## config.mk

```make
export PLATFORM = sky130hd
export DESIGN_NAME = codec_control_registers
export DESIGN_NICKNAME = d
export VERILOG_FILES = /design/src/inc/codec_regs_pkg.sv /design/src/inc/serial_link_if.sv /design/src/hw/serial_shifter.sv /design/src/hw/codec_control_registers.sv
export SDC_FILE = /design/constraint.sdc
export NUM_CORES = 1
export LEC_CHECK = 0
export ABC_CLOCK_PERIOD_IN_PS = 6000
export BUFFER_PORTS_ARGS = -buffer_cell sky130_fd_sc_hd__clkbuf_2
export CORE_MARGIN = 2
export CORE_UTILIZATION = 40
export DETAILED_ROUTE_END_ITERATION = 7
export GPL_TIMING_DRIVEN = 0
export PLACE_DENSITY = 0.65
export REMOVE_ABC_BUFFERS = 1
export SYNTH_ARGS = -nofsm -noshare
export SYNTH_HDL_FRONTEND = slang
export SYNTH_SLANG_ARGS = --single-unit
```

## constraint.sdc

```tcl
create_clock -name mclk -period 6 [get_ports mclk]
set_input_delay 0.6 -clock mclk [delete_from_list [all_inputs] [get_ports mclk]]
set_output_delay 0.6 -clock mclk [all_outputs]
set_load 0.005 [all_outputs]
```

## src/inc/codec_regs_pkg.sv

```systemverilog
package codec_regs_pkg;

   // ****************************************************************
   // Command and register addresses on the serial control bus
   // ****************************************************************
   localparam logic [7:0] ADDR_GLOBAL_CLEAR               = 8'h01;
   localparam logic [7:0] ADDR_FILTER_BANDWIDTH_CONTROL   = 8'h61;
   localparam logic [7:0] ADDR_OUTPUT_GAIN_AND_SIDETONE   = 8'h62;
   localparam logic [7:0] ADDR_PROCESS_STATUS             = 8'h80;
   localparam logic [7:0] ADDR_DECODER_VOICE_ACTIVITY     = 8'hD4;
   localparam logic [7:0] ADDR_DECODER_OFFSET_RESULT      = 8'hD5;
   localparam logic [7:0] ADDR_DECODER_LINEAR_SAMPLE_OUT  = 8'hD6;
   localparam logic [7:0] ADDR_DECODER_DELTA_MOD_OUT      = 8'hDA;
   localparam logic [7:0] ADDR_ENCODER_VOICE_ACTIVITY     = 8'hE4;
   localparam logic [7:0] ADDR_ENCODER_OFFSET_RESULT      = 8'hE5;
   localparam logic [7:0] ADDR_ENCODER_LINEAR_SAMPLE_OUT  = 8'hE6;
   localparam logic [7:0] ADDR_ENCODER_DELTA_MOD_OUT      = 8'hEA;

   // ****************************************************************
   // Field positions of the filter bandwidth register
   // ****************************************************************
   localparam int FBW_AAF_BYPASS_BIT = 7;
   localparam int FBW_AAF_CUT_MSB    = 6;
   localparam int FBW_AAF_CUT_LSB    = 4;
   localparam int FBW_AIF_BYPASS_BIT = 3;
   localparam int FBW_AIF_CUT_MSB    = 2;
   localparam int FBW_AIF_CUT_LSB    = 0;

   // ****************************************************************
   // Field positions of the output gain and sidetone register
   // ****************************************************************
   localparam int OGS_VOLUME_MSB      = 7;
   localparam int OGS_VOLUME_LSB      = 3;
   localparam int OGS_SIDETONE_MSB    = 2;
   localparam int OGS_SIDETONE_LSB    = 1;
   localparam int OGS_SIDETONE_EN_BIT = 0;
   localparam logic [4:0] VOLUME_MUTE_CODE = 5'h00;

   // ****************************************************************
   // Reset values and framing counts
   // ****************************************************************
   localparam logic [7:0] WRITE_ONLY_RESET = 8'h00;
   localparam logic [2:0] LAST_BIT_OF_BYTE = 3'h7;

   // Frame phases, Gray coded in the order address, write, read, skip.
   typedef enum logic [1:0] {
      phase_addr  = 2'b00,
      phase_write = 2'b01,
      phase_read  = 2'b11,
      phase_skip  = 2'b10
   } phase_e;

endpackage

```

## src/inc/serial_link_if.sv

```systemverilog
`timescale 1ns/100ps
interface serial_link_if;
   logic       byte_valid;   // One-cycle pulse on the eighth rising serial clock edge.
   logic [7:0] rx_byte;      // Byte just received, MSB first.
   logic       frame_active; // Select is asserted, after synchronising.
   logic       tx_load;      // Load tx_byte for shifting out.
   logic [7:0] tx_byte;

   modport shifter (
      output byte_valid,
      output rx_byte,
      output frame_active,
      input  tx_load,
      input  tx_byte
   );

   modport decoder (
      input  byte_valid,
      input  rx_byte,
      input  frame_active,
      output tx_load,
      output tx_byte
   );
endinterface

```

## src/hw/serial_shifter.sv

```systemverilog
`timescale 1ns/100ps
module serial_shifter
   import codec_regs_pkg::*;
(
   input  wire logic    mclk,
   input  wire logic    rst_b,
   input  wire logic    serial_clk,
   input  wire logic    select_b,
   input  wire logic    cmd_in,
   output logic         reply_out,
   serial_link_if.shifter link
);

   typedef struct packed {
      logic [2:0] sync1;    // First synchroniser stage: clk, select_b, data.
      logic [2:0] sync2;    // Second synchroniser stage.
      logic       clk_prev; // Serial clock one cycle back, for edge finding.
      logic [6:0] rx;
      logic [2:0] bit_cnt;
      logic [7:0] tx;
      logic       dout;
   } shift_s;

   shift_s st;
   shift_s next_st;
   logic   clk_rise;
   logic   clk_fall;

   // ****************************************************************
   // Edge finding on the synchronised serial clock
   // ****************************************************************
   assign clk_rise = st.sync2[2] & ~st.clk_prev;
   assign clk_fall = ~st.sync2[2] & st.clk_prev;

   // The byte is offered combinationally so the reply can be loaded well
   // before the next falling edge; the half period is only four cycles.
   assign link.frame_active = ~st.sync2[1];
   assign link.byte_valid   = link.frame_active & clk_rise & (st.bit_cnt == LAST_BIT_OF_BYTE);
   assign link.rx_byte      = {st.rx, st.sync2[0]};
   assign reply_out         = st.dout;

   // ****************************************************************
   // Receive and transmit shifting
   // ****************************************************************
   always_comb begin
      next_st          = st;
      next_st.sync1    = {serial_clk, select_b, cmd_in};
      next_st.sync2    = st.sync1;
      next_st.clk_prev = st.sync2[2];
      if (!link.frame_active) begin
         next_st.bit_cnt = 3'h0;
         next_st.tx      = 8'h00;
         next_st.dout    = 1'b0;
      end else begin
         if (clk_rise) begin
            next_st.rx      = {st.rx[5:0], st.sync2[0]};
            next_st.bit_cnt = st.bit_cnt + 3'h1;
         end
         // A load lands in the cycle of the last rising edge, so it never
         // meets a falling edge in the same cycle.
         if (link.tx_load) begin
            next_st.tx = link.tx_byte;
         end else if (clk_fall) begin
            next_st.dout = st.tx[7];
            next_st.tx   = {st.tx[6:0], 1'b0};
         end
      end
   end

   always_ff @(posedge mclk or negedge rst_b) begin
      if (!rst_b) begin
         st <= '{sync1: 3'h2, sync2: 3'h2, default: '0};
      end else begin
         st <= next_st;
      end
   end

endmodule // serial_shifter

```

## src/hw/codec_control_registers.sv

```systemverilog
`timescale 1ns/100ps
// Operation
// (RL1) Result registers at and above the status address are read only; writes are dropped.
// (RL2) Each voice-activity level reads as two bytes, bits 15 to 8 first, then bits 7 to 0.
// (RL3) Each offset level reads as a high byte, bits 15 to 8, then a low byte, bits 7 to 0.
// (RL4) Each linear sample output reads as a 16-bit word, high byte first, then low byte.
// (RL5) The global clear is an address-only command and no data byte is taken after it.
// (RL6) The global clear forces every bit of every write-only setting register to zero.
// (RL7) Filter bandwidth bit 7 set routes the input around the anti-alias filter.
// (RL8) Filter bandwidth bits 6 to 4 set the anti-alias cutoff, codes 0 to 5 for 2.9 to 14 kHz.
// (RL9) Filter bandwidth bit 3 set bypasses the anti-image filter on the output path.
// (RL10) Filter bandwidth bits 2 to 0 pick the anti-image cutoff from the same code table.
// (RL11) Gain register bits 7 to 3 set the volume, code 0 mutes, then 1.5 dB steps from -33 dB.
// (RL12) Gain register bits 2 to 1 set sidetone gain 0, -9, -15 or -21 dB.
// (RL13) Gain register bit 0 enables the sidetone path, and clear disables it entirely.
// (RL14) Status holds encoder status in its upper half and decoder status in its lower half.
// (RL15) The host must not write codes 6 or 7 into either cutoff field.
// (RL16) Each delta-modulation output register returns one byte per read.
module codec_control_registers
   import codec_regs_pkg::*;
(
   input  wire logic        mclk,
   input  wire logic        rst_b,
   // Serial control bus pins.
   input  wire logic        serial_clk,
   input  wire logic        select_b,
   input  wire logic        cmd_in,
   output logic             reply_out,
   output logic             reply_oe,
   // Results from the coding engines.
   input  wire logic [3:0]  encoder_process_status,
   input  wire logic [3:0]  decoder_process_status,
   input  wire logic [15:0] encoder_voice_activity_detector_level,
   input  wire logic [15:0] decoder_voice_activity_detector_level,
   input  wire logic [15:0] encoder_offset_level,
   input  wire logic [15:0] decoder_offset_level,
   input  wire logic [15:0] encoder_linear_sample,
   input  wire logic [15:0] decoder_linear_sample,
   input  wire logic [7:0]  encoder_delta_mod_byte,
   input  wire logic [7:0]  decoder_delta_mod_byte,
   // Settings to the analog path.
   output logic             anti_alias_filter_bypass,
   output logic [2:0]       anti_alias_filter_cutoff,
   output logic             anti_image_filter_bypass,
   output logic [2:0]       anti_image_filter_cutoff,
   output logic [4:0]       output_volume,
   output logic             output_mute,
   output logic [1:0]       sidetone_gain,
   output logic             sidetone_enable
);

   typedef struct packed {
      phase_e     phase;
      logic [7:0] addr;          // Address byte of the current frame.
      logic [7:0] filter_bw;     // Write-only filter bandwidth setting.
      logic [7:0] gain_side;     // Write-only volume and sidetone setting.
      logic [7:0] held_low;      // Low byte kept from the moment of the high byte.
      logic [1:0] bytes_sent;    // Reply bytes already loaded in this frame.
      logic       out_mute;
   } regs_s;

   regs_s st;
   regs_s next_st;

   serial_link_if link ();

   logic [15:0] read_word;
   logic        read_hit;
   logic        write_hit;

   // ****************************************************************
   // Serial bit engine
   // ****************************************************************
   serial_shifter u_shifter (
      .mclk       (mclk),
      .rst_b      (rst_b),
      .serial_clk (serial_clk),
      .select_b   (select_b),
      .cmd_in     (cmd_in),
      .reply_out  (reply_out),
      .link       (link.shifter)
   );

   // ****************************************************************
   // Read-back decode
   // ****************************************************************

   // Only the result addresses answer a read; one-byte results sit in the
   // high half so that they go out first and a second byte reads zero.
   always_comb begin
      read_word = 16'h0000;
      read_hit  = 1'b1;
      case (link.rx_byte)
         ADDR_PROCESS_STATUS: begin
            read_word = {encoder_process_status, decoder_process_status, 8'h00}; // [RL14]
         end
         ADDR_DECODER_VOICE_ACTIVITY: begin
            read_word = decoder_voice_activity_detector_level; // [RL2]
         end
         ADDR_ENCODER_VOICE_ACTIVITY: begin
            read_word = encoder_voice_activity_detector_level; // [RL2]
         end
         ADDR_DECODER_OFFSET_RESULT: begin
            read_word = decoder_offset_level; // [RL3]
         end
         ADDR_ENCODER_OFFSET_RESULT: begin
            read_word = encoder_offset_level; // [RL3]
         end
         ADDR_DECODER_LINEAR_SAMPLE_OUT: begin
            read_word = decoder_linear_sample; // [RL4]
         end
         ADDR_ENCODER_LINEAR_SAMPLE_OUT: begin
            read_word = encoder_linear_sample; // [RL4]
         end
         ADDR_DECODER_DELTA_MOD_OUT: begin
            read_word = {decoder_delta_mod_byte, 8'h00}; // [RL16]
         end
         ADDR_ENCODER_DELTA_MOD_OUT: begin
            read_word = {encoder_delta_mod_byte, 8'h00}; // [RL16]
         end
         default: begin
            read_hit = 1'b0;
         end
      endcase
   end

   // Only the two setting registers take a data byte.
   assign write_hit = (link.rx_byte == ADDR_FILTER_BANDWIDTH_CONTROL) ||
                      (link.rx_byte == ADDR_OUTPUT_GAIN_AND_SIDETONE);

   // ****************************************************************
   // Reply loading
   // ****************************************************************

   // The high byte is loaded on the address byte, the low byte on the next
   // eighth edge; anything further shifts out zeros.
   always_comb begin
      link.tx_load = 1'b0;
      link.tx_byte = 8'h00;
      if (link.byte_valid) begin
         if (st.phase == phase_addr && read_hit) begin
            link.tx_load = 1'b1;
            link.tx_byte = read_word[15:8]; // [RL2] [RL3] [RL4]
         end else if (st.phase == phase_read) begin
            link.tx_load = 1'b1;
            link.tx_byte = (st.bytes_sent == 2'h1) ? st.held_low : 8'h00; // [RL2] [RL3] [RL4]
         end
      end
   end

   // ****************************************************************
   // Frame sequencing and setting registers
   // ****************************************************************
   always_comb begin
      next_st = st;
      if (!link.frame_active) begin
         next_st.phase      = phase_addr;
         next_st.bytes_sent = 2'h0;
      end else if (link.byte_valid) begin
         case (st.phase)
            phase_addr: begin
               next_st.addr = link.rx_byte;
               if (link.rx_byte == ADDR_GLOBAL_CLEAR) begin
                  // Clear acts on the address alone; later bytes are ignored.
                  next_st.filter_bw = WRITE_ONLY_RESET; // [RL6]
                  next_st.gain_side = WRITE_ONLY_RESET; // [RL6]
                  next_st.phase     = phase_skip;       // [RL5]
               end else if (read_hit) begin
                  // Snapshot keeps both halves of one sample together.
                  next_st.held_low   = read_word[7:0];
                  next_st.bytes_sent = 2'h1;
                  next_st.phase      = phase_read;
               end else if (write_hit) begin
                  next_st.phase = phase_write;
               end else begin
                  // Result addresses never take data, nor do unknown ones.
                  next_st.phase = phase_skip; // [RL1]
               end
            end
            phase_write: begin
               if (st.addr == ADDR_FILTER_BANDWIDTH_CONTROL) begin
                  next_st.filter_bw = link.rx_byte;
               end else begin
                  next_st.gain_side = link.rx_byte;
               end
               next_st.phase = phase_skip;
            end
            phase_read: begin
               if (st.bytes_sent != 2'h2) begin
                  next_st.bytes_sent = st.bytes_sent + 2'h1;
               end
            end
            phase_skip: begin
               next_st.phase = phase_skip;
            end
            default: begin
               next_st.phase = phase_skip;
            end
         endcase
      end
      next_st.out_mute = (next_st.gain_side[OGS_VOLUME_MSB:OGS_VOLUME_LSB] ==
                          VOLUME_MUTE_CODE); // [RL11]
   end

   always_ff @(posedge mclk or negedge rst_b) begin
      if (!rst_b) begin
         st <= '{phase: phase_addr, out_mute: 1'b1, default: '0};
      end else begin
         st <= next_st;
      end
   end

   // ****************************************************************
   // Setting outputs
   // ****************************************************************

   // Cutoff codes 6 and 7 are passed through unchanged; the analog filter
   // decides what they mean, so the host is expected to avoid them.
   assign anti_alias_filter_bypass = st.filter_bw[FBW_AAF_BYPASS_BIT];                  // [RL7]
   assign anti_alias_filter_cutoff = st.filter_bw[FBW_AAF_CUT_MSB:FBW_AAF_CUT_LSB];     // [RL8]
   assign anti_image_filter_bypass = st.filter_bw[FBW_AIF_BYPASS_BIT];                  // [RL9]
   assign anti_image_filter_cutoff = st.filter_bw[FBW_AIF_CUT_MSB:FBW_AIF_CUT_LSB];     // [RL10]
   assign output_volume            = st.gain_side[OGS_VOLUME_MSB:OGS_VOLUME_LSB];       // [RL11]
   assign output_mute              = st.out_mute;                                       // [RL11]
   assign sidetone_gain            = st.gain_side[OGS_SIDETONE_MSB:OGS_SIDETONE_LSB];   // [RL12]
   assign sidetone_enable          = st.gain_side[OGS_SIDETONE_EN_BIT];                 // [RL13]

   // The reply pin is driven only while a read frame is open.
   assign reply_oe = link.frame_active && (st.phase == phase_read);

endmodule // codec_control_registers

```

== Word-level counts from Yosys, hierarchy flattened ==
Index checks and enable logic that the tools add are counted.
W data, S select, Z words.

* $add $sub $neg: 2
* Equal/unequal tests: 26
* Mux-type cells: 32
* Bitwise logic cells: 8
* Reduce and logical (&&, ||, !) cells: 22

{| class="wikitable"
|+ Operator list
! kind !! count
|-
| $pmux W16 S9 || 1
|-
| $eq A8 B8 Y1 const B || 9
|-
| $mux W8 || 9
|-
| $mux W36 || 1
|-
| $mux W16 || 2
|-
| $pmux W16 S2 || 1
|-
| $eq A8 B7 Y1 const B || 3
|-
| $mux W10 || 2
|-
| $reduce_and A5 Y1 || 4
|-
| $mux W12 || 1
|-
| $mux W2 || 6
|-
| $mux W9 || 1
|-
| $ne A3 B2 Y1 const B || 3
|-
| $reduce_bool A3 Y1 || 3
|-
| $reduce_or A9 Y1 || 1
|-
| $eq A8 B1 Y1 const B || 1
|-
| $pmux W2 S2 || 2
|-
| $reduce_bool A2 Y1 || 4
|-
| $ne A2 B2 Y1 const B || 3
|-
| $reduce_and A2 Y1 || 3
|-
| $logic_not A5 Y1 || 1
|-
| $mux W1 || 5
|-
| $and A1 B1 Y1 || 4
|-
| $eq A2 B1 Y1 const B || 2
|-
| 12 further kinds || 18
|}

* Register bits after elaboration: 63
* Input port bits: 125
* Output and inout port bits: 19
* Word-level logic and storage cells: 105

== Longest topological paths before layout ==
* Depth in word-level cells: 9
* Depth in mapped cells: 9
* Gate-level depth less buffers: 8

== Modules after synthesis ==
A second synthesis with hierarchy kept.

* Cell total of the unflattened synthesis: 451
* Area total of the unflattened synthesis: 4,520.6 sq um

{| class="wikitable"
|+ Modules (own cells, without submodules)
! module !! instances !! cells an instance !! area each (sq um) !! sequential area each (sq um)
|-
| codec_control_registers || 1 || 362 || 3,324.4 || 927.1
|-
| serial_shifter || 1 || 89 || 1,196.1 || 653.1
|}

== Least setup slack after synthesis ==
No wires, ideal clock.

* Kind: register -> register
* Start: register u_shifter.st, in the netlist u_shifter.link.rx_byte[6]
* End: register st[2] (netlist name)
* Data arrival time: 1,851 ps
* Slack: 4,021 ps
* Stages on the path, launching flop included: 8
* Buffers on the path: 1
* Clock period less this slack: 1,979 ps
* Cells stage by stage: dfrtp_1 and4b_1 clkbuf_1 a32oi_2 o22ai_4 o311a_1 nor2_2 mux2_1

* Cells in the longest elaborated chain, start to end: 5
* Elaborated cells between the ends (all ways): 15

{| class="wikitable"
|+ Ends and longest elaborated chain
! element !! line !! source
|-
| start: declaration || serial_shifter.sv:24 || <nowiki>shift_s st;</nowiki>
|-
| start signal: assignment || serial_shifter.sv:74 || <nowiki>st <= next_st;</nowiki>
|-
| $eq A8 B8 Y1 || codec_control_registers.sv:93 || <nowiki>case (link.rx_byte)</nowiki>
|-
| $reduce_or A9 Y1 (no source line) || n/a ||
|-
| $mux W1 || codec_control_registers.sv:93 ||
|-
| $ne A3 B2 Y1 (no source line) || n/a ||
|-
| $reduce_and A5 Y1 (no source line) * || n/a ||
|-
| end signal: assignment || codec_control_registers.sv:209 || <nowiki>st <= next_st;</nowiki>
|-
| end: declaration || codec_control_registers.sv:62 || <nowiki>regs_s st;</nowiki>
|}

Every way passes the cells marked *; elsewhere a longest branch is shown, timed or not.
A chain may end at the register's enable or synchronous reset.

== Worst setup path after layout ==
* Start: register u_shifter.st, in the netlist u_shifter.link.rx_byte[3]
* End: register u_shifter.st[1] (netlist name)

* Cells in the longest elaborated chain, start to end: 8
* Elaborated cells between the ends (all ways): 20

{| class="wikitable"
|+ Ends and longest elaborated chain
! element !! line !! source
|-
| $eq A8 B8 Y1 || codec_control_registers.sv:93 ||
|-
| $reduce_or A9 Y1 (no source line) || n/a ||
|-
| $mux W1 || codec_control_registers.sv:93 ||
|-
| $logic_and A1 B1 Y1 || codec_control_registers.sv:141 || <nowiki>if (st.phase == phase_addr && read_hit) begin</nowiki>
|-
| $mux W8 / $mux W1 (equally long branches) || codec_control_registers.sv:141 ||
|-
| $mux W8 / $mux W1 (equally long branches) || codec_control_registers.sv:140 || <nowiki>if (link.byte_valid) begin</nowiki>
|-
| $mux W8 || serial_shifter.sv:61 || <nowiki>if (link.tx_load) begin</nowiki>
|-
| $mux W12 || serial_shifter.sv:50 || <nowiki>if (!link.frame_active) begin</nowiki>
|}

Several ways; a longest one is shown, not always the timed one.

==> run metrics <==
RSZ-0062 raised after global routing=false; worst path required time=6220 ps; Post-synth EDFFs=0; Max VDD drop=0.0001100 V; GPL Wtd Cong=0.8293; synth top area cells=dfrtp_1 38%, mux2_2 6.8%, a22oi_1 5.9%; part of the power in registers=48.4%; Pleak=2.335 nW; Seq/Total Area, Yosys=39.99%; Setup Buffers After CTS=0; Antenna diodes=0; Synth Register Bits=63; Comb power frac=20.6%; post-synth top area share=38.00%; achievable clock frequency=0.3595 GHz; # port buffers=143; Hold Path Class=input port to flip-flop; element type at the critical path end=flip-flop; crit share post-route=46.36%; clk sinks=63; CTS root buf=clkbuf_8; Final Setup Violations=0; CTS Buf Count=9; via/cell ratio=5.627; NumNets Final=635; critical path class=flip-flop to flip-flop; Post-Syn Area=3951 um2; area of the core=9684 um2; gate count of the mapped netlist=385; Synth Warn #=0; remaining antenna violation count after routing=0; cell internal pwr=0.7267 mW; Initial Util=40.80%; # IOs=144; Detailed Route Iter0 Violations=261; power per cell area=230.7 nW/um2; total track usage=20.93%; Arrival @ worst endpoint=3000 ps; Overflow after GRT=0; DR pass1 iterations=5; top cells by count, synth=60 x dfrtp_1, 32 x nand2_1, 31 x a22oi_1; CTS tree=built; layout cells sized above 1=40.16%; Max Fanout on Critical Path=24; Syn Area/Cell=10.26 um2; Die Area=10690 um2; initial antenna violation count=0; switching share of power=34.32%; Startpoint Class=flip-flop; most common cell in the netlist=dfrtp_1; Vias=3607; cts repair resizes=0; minimum clock period=2782 ps; most common flop cell mapped by yosys=dfrtp_1; net switching power figure=0.3796 mW; Final Hold Violating Endpoints=0; Clock Latency Late Sink=350 ps; setup TNS=0 ps; vias in the first global route=3346; slew of the pin with the lowest slew margin=870.0 ps; clock power share=31.0%; wire per inst=17.62 um; global-route wire length before repair=17.04 mm; Distinct cells, synth=63; outcome=complete, no violations; largest net degree at the start of global routing=64; Area Overhead vs Synth=21.34%; # H-tree levels=3; clk slew on worst S/H paths=70 ps; Yosys top cell by area=dfrtp_1; skew final=5.411 ps; number of max-cap violations=0; Clock Path Buffers=2; Die Wd=103.4 um; hold buffer count at cts=0; Finished Core Util=49.51%; Post-Route WL=11.30 mm; DP Wirelength=8.643 mm; max_slew headroom=42.00%; drt drc=0; Die H=103.4 um; row count=36; max-slew violations=0; ys async rst share=100.0%
-- placed cells by master (no fill, tap or decap), drive strengths merged, types with 2 or more instances in the layout --
cell type / n
clkbuf: 153
dfrtp: 60
nand2: 33
a22oi: 31
mux2: 27
o21ai: 22
nor2: 19
a22o: 16
inv: 13
nand3: 11
mux2i: 11
a32oi: 9
a221oi: 8
and2: 7
a222oi: 7
ha: 7
nor2b: 6
and3: 6
a21oi: 5
nor3: 4
o211ai: 4
and4b: 3
nand2b: 3
dfstp: 3
nor3b: 3
o22ai: 3
clkinv: 3
xor2: 2
nand4b: 2
nand4bb: 2
a31oi: 2
a2bb2oi: 2
nor4bb: 2
nor4b: 2
-- cells by family after synthesis --
family,after synthesis,share of synthesized area [%]
buffers and inverters,48,7.030
adders and majority gates,7,2.216
DFF,63,39.99
and+or+nand+nor,109,16.05
muxes,38,10.48
xor gates and xnor gates,2,0.4434
AOI/OAI and AO/OA,118,23.78
-- power by group through the flow --
| stage | Sequential, mW | Combinational, mW | Clock (mW) |
|---|---|---|---|
| floorplan | 0.507 | 0.145 | 0 |
| global placement | 0.545 | 0.220 | 0 |
| detailed placement | 0.545 | 0.227 | 0 |
| CTS | 0.535 | 0.228 | 0.351 |
| global route | 0.544 | 0.250 | 0.367 |
| finish | 0.535 | 0.228 | 0.343 |
-- worst paths after layout --
check,startpoint,to,slack [ps],depth (start not counted)
setup / recovery,u_shifter.link.rx_byte[3]$_DFFE_PN0P_,u_shifter.st[1]$_DFFE_PN0P_,3220,7
hold / removal,select_b,u_shifter.next_st[21]$_DFF_PN1_,330,1
min in group asynchronous,rst_b,anti_alias_filter_cutoff[0]$_DFFE_PN0P_,380,1
setup reg to reg,u_shifter.link.rx_byte[3]$_DFFE_PN0P_,u_shifter.st[1]$_DFFE_PN0P_,3220,7
hold reg to reg,u_shifter.next_st[20]$_DFF_PN0_,u_shifter.link.rx_byte[0]$_DFF_PN0_,350,0
max in group asynchronous,rst_b,st[8]$_DFFE_PN0P_,5050,1
-- area by class of cell --
type	instances	area, um2
clock buffers	10	137.6
clock inverters	6	43.79
fillers	943	4890
inverters	11	41.29
multi-input cells	274	2100
flip-flops and latches	63	1580
well taps	133	166.4
repair buffers	144	725.7
-- critical path, cell delays in order, from the launching register on --
cell and delay, ps:
dfrtp_1 700, nor4bb_2 710, buf_4 270, a21oi_2 80
o22ai_4 270, o21bai_4 220, a21boi_4 260, mux2i_1 160
-- stage by stage --
| stage | setup WS, ps | hold slack [ps] | total power [mW] | instances | cell area (um2) |
|---|---|---|---|---|---|
| final | 3218 | 334.4 | 1.106 | 641 | 4795 |
| after global routing | 3040 | 317.3 | 1.162 | 641 | 4795 |
| after CTS | 3218 | 327.2 | 1.115 | 641 | 4795 |
| after detailed placement | 3218 | 334.7 | 0.7719 | 625 | 4613 |
| after global placement | 2551 | 332.4 | 0.7652 | 624 | 4597 |
| after floorplan | 3509 | 304.4 | 0.6526 | 348 | 3715 |
-- routing by layer --
layer,up-vias,global-route usage (%),part of all wire (%)
met2,104,31.71,48
met3,16,4.032,4.5
li1,1698,-,-
met1,1789,30.49,46
met4,0,6.174,1.3
met5,-,0,0
-- sequential cells by signal (all words and copies together) (netlist names) --
register                  count
anti_alias_filter_cutoff      3
output_volume                 5
anti_image_filter_cutoff      3
anti_image_filter_bypass      1
sidetone_gain                 2
u_shifter.next_st             4
u_shifter.st                 13
anti_alias_filter_bypass      1
u_shifter.reply_out           1
sidetone_enable               1
output_mute                   1
u_shifter.link.rx_byte        8
st                           20
(Power assumes the default switching activity.)
